### src/hdl/serial_ctrl_map.svh
// Register offsets, field positions, reset values and timing counts
`ifndef SERIAL_CTRL_MAP_SVH
`define SERIAL_CTRL_MAP_SVH
`define OFS_SERIAL_DATA      16'hC83C
`define OFS_SPI_STATUS       16'hC840
`define OFS_TWO_WIRE_STATUS  16'hC844
`define OFS_TWO_WIRE_COMMAND 16'hC84C
`define OFS_TWO_WIRE_ACK     16'hC850
`define OFS_SPI_CONFIG       16'hC858
`define OFS_CLOCK_LINEAR     16'hC860
`define OFS_CLOCK_EXPONENT   16'hC864
`define OFS_MODE_SELECT      16'hC868
`define CFG_RX_DRIVEN        5
`define CFG_MASTER           4
`define CFG_REPEAT           3
`define CFG_ORDER            2
`define CFG_PHASE            1
`define CFG_POLARITY         0
`define CMD_STOP             3
`define CMD_START            2
`define CMD_SEND             1
`define CMD_RECV             0
`define REG_RESET            32'h0000_0000
`define BUSY_TOKEN           8'hFF
`define BASE_RATE_MHZ        12
`define SYS_RATE_MHZ         200
// Half-period tick runs at twice the base rate, cycle count rounded down
`define BASE_TICK_CYCLES     (`SYS_RATE_MHZ / (2 * `BASE_RATE_MHZ))
`endif

### src/hdl/serial_ctrl_pkg.sv
// Types shared by the serial controller
package serial_ctrl_pkg;
  typedef struct packed {
    logic       rx_driven_select;
    logic       master_select;
    logic       underrun_repeat_select;
    logic       bit_order_select;
    logic       clock_phase_select;
    logic       clock_polarity_select;
  } spi_cfg_t;
  typedef struct packed {
    logic command_finished_flag;
    logic receive_finished_flag;
    logic transmit_finished_flag;
    logic nack_received_flag;
  } twi_stat_t;
  typedef enum logic [5:0] {
    TW_IDLE  = 6'b000001,
    TW_START = 6'b000010,
    TW_STOP  = 6'b000100,
    TW_BYTE  = 6'b001000,
    TW_ACK   = 6'b010000,
    TW_DONE  = 6'b100000
  } twi_state_t;
endpackage

### src/hdl/serial_ctrl.sv
// Serial controller: SPI master/slave and two-wire master sequencer
//////////////////////////////////////////////////////////////////////////////
//////////////////////////////////////////////////////////////////////////////
`timescale 1ns/1ps
`include "serial_ctrl_map.svh"
module serial_ctrl
  import serial_ctrl_pkg::*;
#(
  parameter int FIFO_DEPTH = 4
) (
  input  wire logic        sys_clk_i,
  input  wire logic        rst_i,
  input  wire logic        clk_en_i,
  input  wire logic [15:0] addr_i,
  input  wire logic [31:0] wdata_i,
  input  wire logic        wr_i,
  input  wire logic        rd_i,
  output logic      [31:0] rdata_o,
  input  wire logic        sck_i,
  output logic             sck_o,
  output logic             sck_oe_o,
  output logic             mosi_o,
  output logic             mosi_oe_o,
  input  wire logic        miso_i,
  output logic             miso_o,
  output logic             miso_oe_o,
  input  wire logic        mosi_i,
  input  wire logic        sel_n_i,
  input  wire logic        scl_i,
  output logic             scl_oe_o,
  input  wire logic        sda_i,
  output logic             sda_oe_o
);
  localparam int PW = $clog2(FIFO_DEPTH);
  if (FIFO_DEPTH < 2 || (FIFO_DEPTH & (FIFO_DEPTH - 1)) != 0) begin : g_bad
    $error("FIFO_DEPTH must be a power of two of at least 2");
  end

  //////////////////////////////////////////////////////////////////////////
  // Register file
  spi_cfg_t   cfg_ff;
  logic       twi_mode_ff;
  logic [3:0] lin_ff;
  logic [3:0] exp_ff;
  logic [3:0] cmd_ff;
  logic       ack_ctl_ff;
  twi_stat_t  tw_stat_ff;
  logic       ovf_ff;
  logic       repeat_eff_ff;
  logic       wr_data;
  logic       rd_data;
  assign wr_data = clk_en_i && wr_i && addr_i == `OFS_SERIAL_DATA;
  assign rd_data = clk_en_i && rd_i && addr_i == `OFS_SERIAL_DATA;

  // FIFOs
  logic [7:0]  txq [FIFO_DEPTH];
  logic [7:0]  rxq [FIFO_DEPTH];
  logic [PW:0] tx_wp_ff, tx_rp_ff, rx_wp_ff, rx_rp_ff;
  logic        tx_empty, tx_full, rx_empty, rx_full;
  logic        tx_pop, rx_push;
  logic [7:0]  rx_byte;
  assign tx_empty = tx_wp_ff == tx_rp_ff;
  assign tx_full  = (tx_wp_ff - tx_rp_ff) == (PW+1)'(FIFO_DEPTH);
  assign rx_empty = rx_wp_ff == rx_rp_ff;
  assign rx_full  = (rx_wp_ff - rx_rp_ff) == (PW+1)'(FIFO_DEPTH);

  // Shifter
  logic       busy_ff;
  logic [7:0] sh_out_ff, sh_in_ff, last_ff;
  logic [3:0] bit_cnt_ff;
  logic       phase_ff;

  always_ff @(posedge sys_clk_i or posedge rst_i) begin
    if (rst_i) begin
      cfg_ff      <= '0;
      twi_mode_ff <= 1'b0;
      lin_ff      <= 4'h0;
      exp_ff      <= 4'h0;
      ack_ctl_ff  <= 1'b0;
    end else if (clk_en_i && wr_i) begin
      case (addr_i)
        `OFS_SPI_CONFIG:     cfg_ff      <= spi_cfg_t'(wdata_i[5:0]);
        `OFS_CLOCK_LINEAR:   lin_ff      <= wdata_i[3:0];
        `OFS_CLOCK_EXPONENT: exp_ff      <= wdata_i[3:0];
        `OFS_TWO_WIRE_ACK:   ack_ctl_ff  <= wdata_i[0];
        `OFS_MODE_SELECT:    twi_mode_ff <= wdata_i[0];
        default: ;
      endcase
    end
  end

  // Repeat setting latched only while idle and drained
  always_ff @(posedge sys_clk_i or posedge rst_i) begin
    if (rst_i)
      repeat_eff_ff <= 1'b0;
    else if (clk_en_i && tx_empty && !busy_ff)
      repeat_eff_ff <= cfg_ff.underrun_repeat_select;
  end

  always_ff @(posedge sys_clk_i or posedge rst_i) begin
    if (rst_i)
      rdata_o <= `REG_RESET;
    else if (clk_en_i) begin
      rdata_o <= 32'h0000_0000;
      if (rd_i) begin
        case (addr_i)
          `OFS_SERIAL_DATA:
            rdata_o <= {24'h0, rxq[rx_rp_ff[PW-1:0]]};
          `OFS_SPI_STATUS:
            rdata_o <= {28'h0, tx_empty && !busy_ff,
                        !tx_full, !rx_empty, ovf_ff};
          `OFS_TWO_WIRE_STATUS:  rdata_o <= {28'h0, tw_stat_ff};
          `OFS_TWO_WIRE_COMMAND: rdata_o <= {28'h0, cmd_ff};
          `OFS_TWO_WIRE_ACK:     rdata_o <= {31'h0, ack_ctl_ff};
          `OFS_SPI_CONFIG:       rdata_o <= {26'h0, cfg_ff};
          `OFS_CLOCK_LINEAR:     rdata_o <= {28'h0, lin_ff};
          `OFS_CLOCK_EXPONENT:   rdata_o <= {28'h0, exp_ff};
          `OFS_MODE_SELECT:      rdata_o <= {31'h0, twi_mode_ff};
          default:               rdata_o <= 32'h0000_0000;
        endcase
      end
    end
  end

  //////////////////////////////////////////////////////////////////////////
  // FIFO storage
  genvar gi;
  generate
    for (gi = 0; gi < FIFO_DEPTH; gi++) begin : g_fifo
      always_ff @(posedge sys_clk_i or posedge rst_i) begin
        if (rst_i) begin
          txq[gi] <= 8'h00;
          rxq[gi] <= 8'h00;
        end else if (clk_en_i) begin
          if (wr_data && !tx_full && tx_wp_ff[PW-1:0] == PW'(gi))
            txq[gi] <= wdata_i[7:0];
          if (rx_push && !rx_full && rx_wp_ff[PW-1:0] == PW'(gi))
            rxq[gi] <= rx_byte;
        end
      end
    end
  endgenerate

  always_ff @(posedge sys_clk_i or posedge rst_i) begin
    if (rst_i) begin
      tx_wp_ff <= '0;
      tx_rp_ff <= '0;
      rx_wp_ff <= '0;
      rx_rp_ff <= '0;
      ovf_ff   <= 1'b0;
    end else if (clk_en_i) begin
      if (wr_data && !tx_full)
        tx_wp_ff <= tx_wp_ff + (PW+1)'(1);
      if (tx_pop)
        tx_rp_ff <= tx_rp_ff + (PW+1)'(1);
      if (rx_push && !rx_full)
        rx_wp_ff <= rx_wp_ff + (PW+1)'(1);
      if (rd_data && !rx_empty)
        rx_rp_ff <= rx_rp_ff + (PW+1)'(1);
      // Set wins over the clearing read
      if (rx_push && rx_full)
        ovf_ff <= 1'b1;
      else if (rd_data)
        ovf_ff <= 1'b0;
    end
  end

  //////////////////////////////////////////////////////////////////////////
  // Rate generator: half periods of (lin+1)*2^exp ticks at twice 12 MHz
  logic [4:0]  base_cnt_ff;
  logic        base_tick;
  logic [19:0] rate_cnt_ff;
  logic        half_tick;
  logic [19:0] rate_div;
  assign base_tick = base_cnt_ff == 5'(`BASE_TICK_CYCLES - 1);
  assign rate_div  = 20'({16'h0, lin_ff} + 20'h1) << exp_ff;
  // Compare with >= so a smaller divider never waits for a wrap
  assign half_tick = base_tick && rate_cnt_ff >= 20'(rate_div - 20'h1);
  always_ff @(posedge sys_clk_i or posedge rst_i) begin
    if (rst_i) begin
      base_cnt_ff <= 5'h0;
      rate_cnt_ff <= 20'h0;
    end else if (clk_en_i) begin
      base_cnt_ff <= base_tick ? 5'h0 : base_cnt_ff + 5'h1;
      if (base_tick)
        rate_cnt_ff <= half_tick ? 20'h0 : rate_cnt_ff + 20'h1;
    end
  end

  //////////////////////////////////////////////////////////////////////////
  // SPI engine
  logic       spi_master, start_xfer;
  logic       sck_prev_ff, sck_edge, lead_edge;
  logic [7:0] next_tx, load_val;
  assign spi_master = cfg_ff.master_select && !twi_mode_ff;
  assign start_xfer = !busy_ff && spi_master && half_tick &&
    (cfg_ff.rx_driven_select ? !rx_full
                             : !tx_empty);
  // Slave edges come from the sampled external clock
  assign sck_edge  = spi_master ? half_tick : (sck_i != sck_prev_ff);
  // Leading edge toggles away from idle level
  assign lead_edge = spi_master ? !phase_ff
                   : (sck_i != cfg_ff.clock_polarity_select);
  assign next_tx = tx_empty ? (repeat_eff_ff ? last_ff : `BUSY_TOKEN)
                            : txq[tx_rp_ff[PW-1:0]];
  assign load_val = next_tx;
  assign tx_pop  = (start_xfer ||
                    (!spi_master && !twi_mode_ff && !busy_ff && !sel_n_i))
                   && !tx_empty;
  assign rx_byte = sh_in_ff;
  logic rx_push_ff;
  assign rx_push = rx_push_ff;

  function automatic logic out_bit(input logic [7:0] v, input logic lsb);
    out_bit = lsb ? v[0] : v[7];
  endfunction

  always_ff @(posedge sys_clk_i or posedge rst_i) begin
    if (rst_i) begin
      busy_ff     <= 1'b0;
      sh_out_ff   <= 8'h00;
      sh_in_ff    <= 8'h00;
      last_ff     <= 8'h00;
      bit_cnt_ff  <= 4'h0;
      phase_ff    <= 1'b0;
      sck_prev_ff <= 1'b0;
      rx_push_ff  <= 1'b0;
      sck_o       <= 1'b0;
      mosi_o      <= 1'b0;
      miso_o      <= 1'b0;
    end else if (clk_en_i) begin
      sck_prev_ff <= sck_i;
      rx_push_ff  <= 1'b0;
      if (!busy_ff) begin
        sck_o <= cfg_ff.clock_polarity_select;
        if (start_xfer || (!spi_master && !twi_mode_ff && !sel_n_i)) begin
          busy_ff    <= 1'b1;
          sh_out_ff  <= load_val;
          last_ff    <= load_val;
          bit_cnt_ff <= 4'h0;
          phase_ff   <= 1'b0;
          mosi_o     <= out_bit(load_val, cfg_ff.bit_order_select);
          miso_o     <= out_bit(load_val, cfg_ff.bit_order_select);
        end
      end else if (!spi_master && sel_n_i) begin
        busy_ff <= 1'b0;
      end else if (sck_edge) begin
        if (spi_master) begin
          sck_o    <= ~sck_o;
          phase_ff <= ~phase_ff;
        end
        // Sample on leading edge unless phase set
        if (lead_edge != cfg_ff.clock_phase_select) begin
          sh_in_ff <= cfg_ff.bit_order_select
                    ? {(spi_master ? miso_i : mosi_i), sh_in_ff[7:1]}
                    : {sh_in_ff[6:0], (spi_master ? miso_i : mosi_i)};
          bit_cnt_ff <= bit_cnt_ff + 4'h1;
          if (bit_cnt_ff == 4'h7) begin
            rx_push_ff <= 1'b1;
            // Leading-edge sampling still owes the trailing half period
            if (cfg_ff.clock_phase_select)
              busy_ff <= 1'b0;
          end
        end else if (bit_cnt_ff == 4'h8) begin
          busy_ff <= 1'b0;
        end else if (bit_cnt_ff != 4'h0) begin
          sh_out_ff <= cfg_ff.bit_order_select
                     ? {1'b0, sh_out_ff[7:1]} : {sh_out_ff[6:0], 1'b0};
          mosi_o <= cfg_ff.bit_order_select ? sh_out_ff[1] : sh_out_ff[6];
          miso_o <= cfg_ff.bit_order_select ? sh_out_ff[1] : sh_out_ff[6];
        end
      end
    end
  end

  always_ff @(posedge sys_clk_i or posedge rst_i) begin
    if (rst_i) begin
      sck_oe_o  <= 1'b0;
      mosi_oe_o <= 1'b0;
      miso_oe_o <= 1'b0;
    end else if (clk_en_i) begin
      sck_oe_o  <= spi_master;
      mosi_oe_o <= spi_master;
      miso_oe_o <= !cfg_ff.master_select && !twi_mode_ff && !sel_n_i;
    end
  end

  //////////////////////////////////////////////////////////////////////////
  // Two-wire master sequencer; one command at a time assumed
  twi_state_t tw_state_ff;
  logic [1:0] tw_q_ff;
  logic [3:0] tw_bit_ff;
  logic [7:0] tw_sh_ff;
  logic       tw_owned_ff;
  logic       tw_go;
  assign tw_go = twi_mode_ff && half_tick;

  always_ff @(posedge sys_clk_i or posedge rst_i) begin
    if (rst_i) begin
      tw_state_ff <= TW_IDLE;
      tw_q_ff     <= 2'h0;
      tw_bit_ff   <= 4'h0;
      tw_sh_ff    <= 8'h00;
      tw_owned_ff <= 1'b0;
      cmd_ff      <= 4'h0;
      tw_stat_ff  <= '0;
      scl_oe_o    <= 1'b0;
      sda_oe_o    <= 1'b0;
    end else if (clk_en_i) begin
      if (wr_i && addr_i == `OFS_TWO_WIRE_COMMAND && tw_state_ff == TW_IDLE)
        cmd_ff <= wdata_i[3:0];
      if (tw_go) begin
        tw_q_ff <= tw_q_ff + 2'h1;
        case (tw_state_ff)
          TW_IDLE: begin
            tw_q_ff <= 2'h0;
            if (cmd_ff != 4'h0)
              tw_stat_ff <= '0;
            if (cmd_ff[`CMD_START])
              tw_state_ff <= TW_START;
            else if (cmd_ff[`CMD_STOP])
              tw_state_ff <= TW_STOP;
            else if (cmd_ff[`CMD_SEND] || cmd_ff[`CMD_RECV]) begin
              tw_state_ff <= TW_BYTE;
              tw_bit_ff   <= 4'h0;
              tw_sh_ff    <= cmd_ff[`CMD_SEND] ? txq[tx_rp_ff[PW-1:0]]
                                               : 8'h00;
            end
          end
          // Quarter steps: release SDA, release SCL, pull SDA, pull SCL
          TW_START: begin
            case (tw_q_ff)
              2'h0: sda_oe_o <= 1'b0;
              2'h1: scl_oe_o <= 1'b0;
              2'h2: sda_oe_o <= 1'b1;
              default: begin
                scl_oe_o    <= 1'b1;
                tw_owned_ff <= 1'b1;
                tw_state_ff <= TW_DONE;
              end
            endcase
          end
          TW_STOP: begin
            case (tw_q_ff)
              2'h0: sda_oe_o <= 1'b1;
              2'h1: scl_oe_o <= 1'b0;
              2'h2: sda_oe_o <= 1'b0;
              default: begin
                tw_owned_ff <= 1'b0;
                tw_state_ff <= TW_DONE;
              end
            endcase
          end
          TW_BYTE, TW_ACK: begin
            case (tw_q_ff)
              2'h0: sda_oe_o <= (tw_state_ff == TW_ACK)
                       ? (cmd_ff[`CMD_RECV] && ack_ctl_ff)
                       : (cmd_ff[`CMD_SEND] && !tw_sh_ff[7]);
              2'h1: scl_oe_o <= 1'b0;
              2'h2: begin
                if (tw_state_ff == TW_BYTE)
                  tw_sh_ff <= {tw_sh_ff[6:0], sda_i};
                else if (cmd_ff[`CMD_SEND] && sda_i)
                  tw_stat_ff.nack_received_flag <= 1'b1;
              end
              default: begin
                scl_oe_o  <= 1'b1;
                tw_bit_ff <= tw_bit_ff + 4'h1;
                if (tw_state_ff == TW_ACK)
                  tw_state_ff <= TW_DONE;
                else if (tw_bit_ff == 4'h7)
                  tw_state_ff <= TW_ACK;
              end
            endcase
          end
          TW_DONE: begin
            if (cmd_ff[`CMD_START] || cmd_ff[`CMD_STOP])
              tw_stat_ff.command_finished_flag <= 1'b1;
            if (cmd_ff[`CMD_RECV])
              tw_stat_ff.receive_finished_flag <= 1'b1;
            if (cmd_ff[`CMD_SEND])
              tw_stat_ff.transmit_finished_flag <= 1'b1;
            cmd_ff      <= 4'h0;
            tw_state_ff <= TW_IDLE;
          end
          default: tw_state_ff <= TW_IDLE;
        endcase
      end
    end
  end
endmodule // serial_ctrl

### config.mk
export PLATFORM = sky130hd
export DESIGN_NAME = serial_ctrl
export DESIGN_NICKNAME = d
export VERILOG_FILES = /design/src/hdl/serial_ctrl_pkg.sv /design/src/hdl/serial_ctrl.sv
export VERILOG_INCLUDE_DIRS = /design/src /design/src/hdl
export SDC_FILE = /design/constraint.sdc
export NUM_CORES = 1
export LEC_CHECK = 0
export BUFFER_PORTS_ARGS = -buffer_cell sky130_fd_sc_hd__buf_2
export CORE_UTILIZATION = 55
export DETAILED_ROUTE_END_ITERATION = 7
export HOLD_SLACK_MARGIN = 0.03
export PLACE_DENSITY = 0.83
export SETUP_SLACK_MARGIN = 0.1
export SYNTH_ARGS = -nofsm -noshare
export SYNTH_HDL_FRONTEND = slang
export SYNTH_SLANG_ARGS = --single-unit
### constraint.sdc
create_clock -name sys_clk_i -period 5.8 [get_ports sys_clk_i]
set_clock_uncertainty 0.05 [all_clocks]
set_input_delay 0.58 -clock sys_clk_i [delete_from_list [all_inputs] [get_ports sys_clk_i]]
set_output_delay 0.58 -clock sys_clk_i [all_outputs]
set_load 0.02 [all_outputs]
==> results of run 1 <==
path summary, 6_finish.rpt:
kind,start,end,slack (ps),depth (start not counted)
worst max-delay path,lin_ff[1],tw_state_ff[2],460,18
worst min-delay path,rst_i,tw_state_ff[5],290,3
worst max register to register,lin_ff[1],tw_state_ff[2],460,18
worst min register to register,tw_bit_ff[3],tw_bit_ff[3],430,1
max in group asynchronous,rst_i,rdata_o[6],4500,3
min in group sys_clk_i,wdata_i[6],txq[30],360,2
cells in the final DEF (no fill, tap or decap), types with 17 or more instances in the layout:
| master | count |
|---|---|
| xnor2_1 | 21 |
| nand3_1 | 34 |
| xor2_1 | 25 |
| nand2_1 | 86 |
| conb_1 | 24 |
| o21ai_0 | 53 |
| mux2_2 | 107 |
| buf_2 | 49 |
| a21oi_1 | 55 |
| dfrtp_1 | 190 |
| nor2_1 | 82 |
| nand4_1 | 18 |
| mux2i_1 | 17 |
| and3_1 | 24 |
| clkbuf_16 | 17 |
| ha_1 | 45 |
| inv_1 | 39 |
| mux4_2 | 17 |
final cells by class:
cell class / count / area (sq um) / area share
Timing Repair Buffer: 61 / 347.8 / 0.02818
Clock inverter: 14 / 191.4 / 0.01551
Inverter: 41 / 157.7 / 0.01277
Clock buffer: 18 / 439.2 / 0.03558
Multi-Input combinational cell: 812 / 6036 / 0.4890
Tap cell: 270 / 337.8 / 0.02737
Sequential cell: 193 / 4833 / 0.3916
stage by stage:
step	hold WS [ps]	setup slack (ps)
2_1_floorplan	388.4	927.2
3_3_place_gp	408.6	459.4
3_5_place_dp	418.2	338.2
4_1_cts	352.6	302.1
5_1_grt	358.3	108.9
6_report	291.0	462.5
cell families after synthesis:
group           Yosys count  share of synthesized area
fa+ha+maj                45                    0.04977
xor+xnor                 47                    0.03805
compound gates          223                     0.1317
mux                     142                     0.1566
buf+inv                 115                    0.04899
other cells               1                  0.0003315
simple gates            331                     0.1475
flops                   193                     0.4270
where the power goes:
group / switching, W / total, W / internal, W
registers: 0.000170 / 0.00163 / 0.00146
logic: 0.000264 / 0.000478 / 0.000214
clock network: 0.000590 / 0.00123 / 0.000636
total: 0.00102 / 0.00334 / 0.00231
registers in the layout, indices dropped and copies added (netlist names), 2 cells and up:
register	flops
cmd_ff	4
rx_rp_ff	3
tx_wp_ff	3
tw_state_ff	6
rdata_o	8
tw_q_ff	2
tw_stat_ff	4
base_cnt_ff	5
rxq	32
tw_sh_ff	8
exp_ff	4
tw_bit_ff	4
lin_ff	4
bit_cnt_ff	4
last_ff	8
cfg_ff	6
tx_rp_ff	3
sh_out_ff	8
txq	32
rx_byte	8
rx_wp_ff	3
rate_cnt_ff	20
layer usage:
layer	global-route usage	up-vias	wire length (um)
met3	0.05235	67	1312
li1	-	4026	-
met1	0.3291	4302	11010
met5	0	-	0
met4	0.1211	0	840
met2	0.4139	260	12500
critical path: stages (launching register included):
cell       delay [ps]
dfrtp_1           430
ha_1              360
nor2b_1           160
o311ai_0          510
a211oi_1          170
a221o_1           360
nor4b_4           210
buf_4             200
o2111ai_1         140
xnor2_1           170
ha_1              320
nand4_1           180
nor4_1            450
inv_1              80
o211ai_1          250
buf_4             260
and2_1            190
nand4_1           330
mux2_2            390
what timing repair did:
action,in CTS,in global routing
resized for setup,0,6
hold endpoints to repair,0,0
endpoints found under the setup margin,0,34
setup buffers,0,3
cell usage after synthesis, types with 24 or more instances:
cell / instances
ha_1: 45
nand2_1: 86
buf_4: 26
a21oi_1: 55
dfrtp_1: 192
nor2_1: 83
nand3_1: 34
clkbuf_1: 33
and3_1: 24
o21ai_0: 53
xor2_1: 25
mux2_2: 107
inv_1: 40
==> flow_summary_export.csv, run 1 <==
group,metric,value,unit
routing,wirelength,25.66,mm
place,placed_cell_area,11670,sq um
sta,worst_pin_slew,1127,ps
sta,slew_headroom,0.2486,
sta,rsz0062_at_grt,"false",
global_route,grt_pass1_vias,8582,
power_and_ir_drop,total_power,0.003336,W
yosys,synth_area_leaders,"dfrtp_1, mux2_2, ha_1",
finish,antenna_cells,0,
sta,slew_viol_final,0,
worst_setup_path,crit_type,"reg2reg",
clock_tree,insertion_delay,450,ps
clock_tree,clock_tree.root_cell,"clkbuf_16",
finish,drive_gt1_frac,0.2098,
finish,finish.instance_area,12340,sq um
sta,fin_crit,5337,ps
floorplan,die_x,145.4,um
finish,area_delta_synth_final,9.102,%
yosys,synth_ff_type,"dfrtp_1",
place,place_congestion,0.9344,
global_route,track_usage,0.2552,
clock_tree,tritoncts,"done",
global_route,overflow,0,
place,hpwl,18.36,mm
floorplan,pin_count,99,
clock_tree,holdBufCountCts,0,
sta,final_hold_viol_count,0,
power_and_ir_drop,p_per_area,270.3,nW/um^2
yosys,synth_edf_count,0,
place,dpl.cell_count,1374,
floorplan,initial_utilization,0.5609,
finish,nets,1230,
yosys,synth_cell_types,79,
floorplan,die_h,145.4,um
clock_tree,cts_max_path_buffers,2,
routing,drc,0,
finish,final.fill_count,1609,
yosys,synth_seq_cells,193,
yosys,syn_avg_cell_area,10.31,sq um
power_and_ir_drop,ir_worst_vdd,0.0002576,V
power_and_ir_drop,p_leak,5.719,nW
sta,tns,0,ps
routing,vias_per_cell,6.143,
yosys,yosysTopAreaCell,"dfrtp_1",
yosys,yosys_warnings,0,
yosys,ys_seq_area_frac,0.4270,
worst_setup_path,worstSetupStartpointType,"flip-flop",
routing,dr_total_vias,8655,
run_status,status,"completed",
floorplan,dieArea,21150,sq um
routing,wl_per_cell,18.21,um
global_route,antenna_found_initial,0,
floorplan,num_rows,52,
routing,first_iter_violations,797,
global_route,grt_pass1_wl,43.11,mm
sta,fmax,0.1874,GHz
place,port_buffers,49,
yosys,async_reset_ff_frac,1.000,
finish,final_util,0.6120,
worst_hold_path,hp-class,"in2async",
routing,drtAntennaViolNets,0,
worst_setup_path,crit_fanout,14,
worst_setup_path,critPathRequiredTime,6080,ps
clock_tree,cts_buffers,17,
yosys,synth_area,11310,sq um
clock_tree,cts_max_level,4,
worst_setup_path,cp.arrival,5610,ps
sta,period_share,0.9203,
clock_tree,cts.sinks,193,
sta,setup_viol,0,
clock_tree,clkTransAtPathRegs,80,ps
yosys,synth_top_cell_area_share,0.4247,
global_route,grt_max_degree,194,
yosys,synth_cells,1097,
worst_setup_path,critPathCaptureType,"flip-flop",
finish,final_cells,1409,
job,max-cap-violations,0,
routing,drt_first_pass_iters,6,
floorplan,core_area,20170,sq um
Note: power is estimated with default switching activity, not from simulation.
==> inputs of run 2 (changes only) <==
--- a/config.mk
+++ b/config.mk
@@ -10,8 +10,11 @@
 export CORE_UTILIZATION = 55
 export DETAILED_ROUTE_END_ITERATION = 7
 export HOLD_SLACK_MARGIN = 0.03
+export MAX_ROUTING_LAYER = met4
 export PLACE_DENSITY = 0.83
 export SETUP_SLACK_MARGIN = 0.1
+export SKIP_LAST_GASP = 1
+export SLEW_MARGIN = 0
 export SYNTH_ARGS = -nofsm -noshare
 export SYNTH_HDL_FRONTEND = slang
 export SYNTH_SLANG_ARGS = --single-unit
==> flow_summary_export.csv, run 2 (synthesized netlist as in run 1, its figures left out) <==
group,metric,value,unit
routing,vias_per_cell,6.134,
worst_setup_path,critPathMaxStageDelay,460,ps
routing,wl_per_cell,18.35,um
worst_setup_path,crit_fanout,14,
finish,nets,1232,
place,placed_cell_area,11680,sq um
finish,mostFrequentLayoutCells,"dfrtp_1, mux2_2, nand2_1",
worst_setup_path,r2r-start,"lin_ff[1]",
sta,worst_pin_slew,1086,ps
worst_hold_path,hp-class,"in2async",
clock_tree,cts_max_level,4,
floorplan,die_x,145.4,um
power_and_ir_drop,ir_worst_vdd,0.0002268,V
global_route,grt_max_degree,194,
finish,antenna_cells,0,
sta,setup_viol,0,
worst_setup_path,cp.arrival,5680,ps
sta,period_share,0.9319,
global_route,grt_pass1_vias,8426,
sta,slew_headroom,0.2758,
global_route,antenna_found_initial,0,
floorplan,die_h,145.4,um
finish,area_delta_synth_final,9.036,%
sta,fmax,0.1850,GHz
sta,hold_ws,285.5,ps
finish,drive_gt1_frac,0.2095,
clock_tree,insertion_delay,450,ps
job,max-cap-violations,0,
worst_setup_path,crit_type,"reg2reg",
finish,final_util,0.6116,
sta,tns,0,ps
sta,slew_viol_final,0,
finish,reg_top3,"rxq x32, txq x32, rate_cnt_ff x20",
worst_setup_path,rrSetupSlack,400,ps
finish,finish.instance_area,12340,sq um
worst_setup_path,critPathCaptureType,"flip-flop",
clock_tree,cts.sinks,193,
routing,wirelength,25.90,mm
routing,dr_total_vias,8655,
global_route,track_usage,0.2599,
worst_setup_path,worstSetupStartpointType,"flip-flop",
global_route,overflow,0,
place,place_congestion,0.9146,
run_status,status,"completed",
power_and_ir_drop,p_leak,5.716,nW
floorplan,pin_count,99,
worst_setup_path,r2r_cells,17,
place,hpwl,18.30,mm
clock_tree,holdBufCountCts,0,
worst_setup_path,crit_path_frequent_cell,"ha_1",
clock_tree,clkTransAtPathRegs,80,ps
floorplan,core_area,20170,sq um
routing,first_iter_violations,772,
routing,drc,0,
power_and_ir_drop,p_per_area,267.0,nW/um^2
place,port_buffers,49,
worst_setup_path,critPathRequiredTime,6080,ps
sta,final_hold_viol_count,0,
clock_tree,cts_max_path_buffers,2,
sta,fin_crit,5405,ps
worst_setup_path,critical-path-slowest-cell,"o311ai_0",
routing,drtAntennaViolNets,0,
floorplan,initial_utilization,0.5609,
worst_setup_path,crit_chain,"ha_1 > nor2b_1 > o311ai_0 > a21oi_1 > a211o_1 > o31ai_1 > o2111ai_1 > xnor2_1 > ha_1 > nand4_1 > nor4_1 > inv_1 > o211ai_1 > buf_4 > nand2_1 > nor3_1 > mux2_2",
routing,drt_first_pass_iters,6,
clock_tree,tritoncts,"done",
sta,rsz0062_at_grt,"false",
finish,layout_commonest_cell,"dfrtp_1",
clock_tree,cts_buffers,17,
clock_tree,clock_tree.root_cell,"clkbuf_16",
worst_setup_path,worst_r2r_endpoint,"sda_oe_o",
floorplan,num_rows,52,
floorplan,dieArea,21150,sq um
global_route,grt_pass1_wl,42.70,mm
[run 2: cell count changes in the layout (fill, tap and decap cells not counted)]
cell / change
inv_12: +1
a31oi_1: +1
inv_8: -3
buf_4: +2
clkbuf_8: -1
inv_6: +3
bufinv_16: -1
clkinv_4: -2
clkinv_8: +2
clkbuf_1: +1
a31oi_2: -1
[run 2: final cells by class]
cell class / instances / area [sq um]
flip-flops and latches: 193 / 4833
inverters: 41 / 157.7
multi-input cells: 812 / 6030
clock buffers: 18 / 429.2
well taps: 270 / 337.8
repair buffers: 63 / 362.8
fillers: 1652 / 7834
clock inverters: 14 / 185.2
[run 2: layer usage]
layer  part of all wire  track usage  wire (um)
met4              0.027      0.09368        711
met1               0.43       0.3287      11170
met5                  0            -          0
met3              0.053      0.04984       1384
met2               0.49       0.4178      12630
[run 2: worst max path at each step]
stage	start	to	slack (ps)	depth (start not counted)
after global placement	lin_ff[1]	tw_state_ff[2]	440	17
after floorplan	lin_ff[1]	miso_o	930	16
final	lin_ff[1]	sda_oe_o	400	17
after CTS	lin_ff[1]	last_ff[3]	330	17
after detailed placement	lin_ff[1]	sh_out_ff[6]	360	17
after global routing	lin_ff[1]	sda_oe_o	120	17
[run 2: repair_timing]
| item | 4_1_cts | 5_1_grt |
|---|---|---|
| resized for setup | 0 | 5 |
| setup endpoints to repair | 0 | 24 |
| endpoints found under the hold margin | 0 | 0 |
| setup buffers | 0 | 3 |
[run 2: power breakdown]
group / internal (W) / leakage (nW) / switching, W
clock: 0.000588 / 0.294 / 0.000595
combinational: 0.000216 / 2.84 / 0.000264
sequential: 0.00146 / 2.58 / 0.000169
[run 2: worst max-delay path, delay by kind of cell (launching register included)]
kind	cells	cell delay (ps)
AND/OR/NAND/NOR	5	1300
AO/OA/AOI/OAI	6	1920
XOR/XNOR	1	180
multiplexers	1	360
adder cells (fa/ha/maj)	2	680
buffers and inverters	2	360
flip-flops	1	430
[run 2: metrics by stage]
stage | setup slack, ps | power [W] | cells
finish | 395.3 | 0.003294 | 1411
CTS | 327.6 | 0.003314 | 1408
global route | 122.1 | 0.003441 | 1411
detailed placement | 360.1 | 0.002132 | 1376
floorplan | 927.2 | 0.001988 | 1120
global placement | 441.5 | 0.002094 | 1376
==> inputs of run 3 (changes only) <==
--- a/config.mk
+++ b/config.mk
@@ -7,6 +7,7 @@
 export NUM_CORES = 1
 export LEC_CHECK = 0
 export BUFFER_PORTS_ARGS = -buffer_cell sky130_fd_sc_hd__buf_2
+export CORE_MARGIN = 2
 export CORE_UTILIZATION = 55
 export DETAILED_ROUTE_END_ITERATION = 7
 export HOLD_SLACK_MARGIN = 0.03
==> flow_summary_export.csv, run 3 (synthesized netlist as in run 1, its figures left out) <==
group,metric,value,unit
floorplan,num_rows,52,
finish,antenna_cells,0,
clock_tree,tritoncts,"done",
sta,worst_pin_slew,1125,ps
power_and_ir_drop,ir_worst_vdd,0.0002937,V
finish,mostFrequentLayoutCells,"dfrtp_1, mux2_2, nand2_1",
routing,vias_per_cell,6.169,
worst_setup_path,crit_fanout,14,
place,place_congestion,0.9133,
job,max-cap-violations,0,
floorplan,dieArea,21730,sq um
global_route,grt_pass1_vias,8544,
worst_hold_path,hp-class,"in2async",
sta,tns,0,ps
sta,fmax,0.1871,GHz
clock_tree,cts_buffers,17,
floorplan,initial_utilization,0.5591,
clock_tree,cts_max_path_buffers,2,
sta,period_share,0.9216,
routing,drt_first_pass_iters,5,
clock_tree,insertion_delay,450,ps
finish,area_delta_synth_final,9.146,%
clock_tree,clkTransAtPathRegs,70,ps
worst_setup_path,critPathCaptureType,"flip-flop",
worst_setup_path,critPathRequiredTime,6090,ps
clock_tree,holdBufCountCts,0,
place,port_buffers,49,
global_route,overflow,0,
sta,slew_headroom,0.2432,
finish,final.fill_count,1584,
sta,setup_ws,454.7,ps
routing,wl_per_cell,18.46,um
floorplan,core_area,20230,sq um
routing,first_iter_violations,767,
finish,layout_commonest_cell,"dfrtp_1",
clock_tree,clock_tree.root_cell,"clkbuf_16",
power_and_ir_drop,p_per_area,266.0,nW/um^2
sta,slew_viol_final,0,
sta,fin_crit,5345,ps
worst_setup_path,crit_type,"reg2reg",
clock_tree,cts.sinks,193,
power_and_ir_drop,p_leak,5.717,nW
clock_tree,cts_max_level,4,
global_route,track_usage,0.2587,
global_route,antenna_found_initial,0,
finish,reg_top3,"rxq x32, txq x32, rate_cnt_ff x20",
global_route,grt_pass1_wl,43.62,mm
routing,wirelength,26.08,mm
sta,final_hold_viol_count,0,
floorplan,pin_count,99,
floorplan,die_h,147.4,um
place,pre_cts_ws,200.7,ps
finish,drive_gt1_frac,0.2126,
worst_setup_path,worstSetupStartpointType,"flip-flop",
global_route,grt_max_degree,194,
sta,rsz0062_at_grt,"false",
routing,drtAntennaViolNets,0,
sta,setup_viol,0,
finish,nets,1235,
place,hpwl,18.21,mm
run_status,status,"completed",
routing,drc,0,
floorplan,die_x,147.4,um
routing,dr_total_vias,8717,
worst_setup_path,cp.arrival,5630,ps
[run 3: cell count changes in the layout (fill, tap and decap cells not counted), moves of 2 or more]
cell and delta:
clkinv_8 -4, inv_8 +4, buf_4 +3, clkbuf_8 +2, clkinvlp_4 +2, inv_6 -2
[run 3: path summary, 6_finish.rpt]
path	start	to	slack [ps]	cells past startpoint
worst min register to register	tw_bit_ff[3]	tw_bit_ff[3]	430	1
max in group asynchronous	rst_i	exp_ff[0]	4410	3
worst max-delay path	lin_ff[1]	sda_oe_o	450	18
worst min-delay path	rst_i	rate_cnt_ff[0]	290	3
min in group sys_clk_i	wdata_i[7]	txq[31]	350	2
worst max register to register	lin_ff[1]	sda_oe_o	450	18
[run 3: power breakdown]
part           switching [W]  internal (W)
logic               0.000269      0.000215
registers           0.000171       0.00146
clock network       0.000571      0.000596
[run 3: critical path: stages (launching register included)]
cell and delay [ps]:
dfrtp_1 420, ha_1 350, nor2b_1 150, o311ai_0 440, a211oi_1 170, a221o_1 360
nor4b_4 380, buf_4 200, o211a_4 170, a21oi_1 80, ha_1 300, nand4_1 170
nor4_2 420, inv_1 70, o211ai_1 330, buf_4 290, nand2_1 240, nor3_1 290
mux2_2 360
[run 3: area by class of cell]
class,instances,area [sq um],area share
clock inverter,12,137.6,0.01115
timing repair buffer,66,385.4,0.03121
clock buffer,19,452.9,0.03668
sequential,193,4832,0.3913
tap,270,337.8,0.02736
inverter,41,157.7,0.01277
multi-input combinational,812,6045,0.4895
[run 3: layer usage]
layer | GRT usage | part of all wire
met5 | - | 0
met4 | 0.1014 | 0.028
met3 | 0.05741 | 0.056
met2 | 0.4089 | 0.48
met1 | 0.3277 | 0.43
[run 3: metrics by stage]
stage          cells  area [sq um]    util  hold WS [ps]  power [W]
2_1_floorplan   1120         11400       -         388.4   0.001988
3_3_place_gp    1376         11680  0.5773         411.6   0.002093
3_5_place_dp    1376         11680  0.5773         417.2   0.002134
4_1_cts         1407         12270  0.6065         329.6   0.003303
5_1_grt         1413         12350  0.6103         347.5   0.003442
6_report        1413         12350  0.6103         287.4   0.003285
[run 3: timing repair]
action	in CTS	in global routing
setup buffers	0	6
gates resized for setup	0	6
setup endpoints to repair	0	43
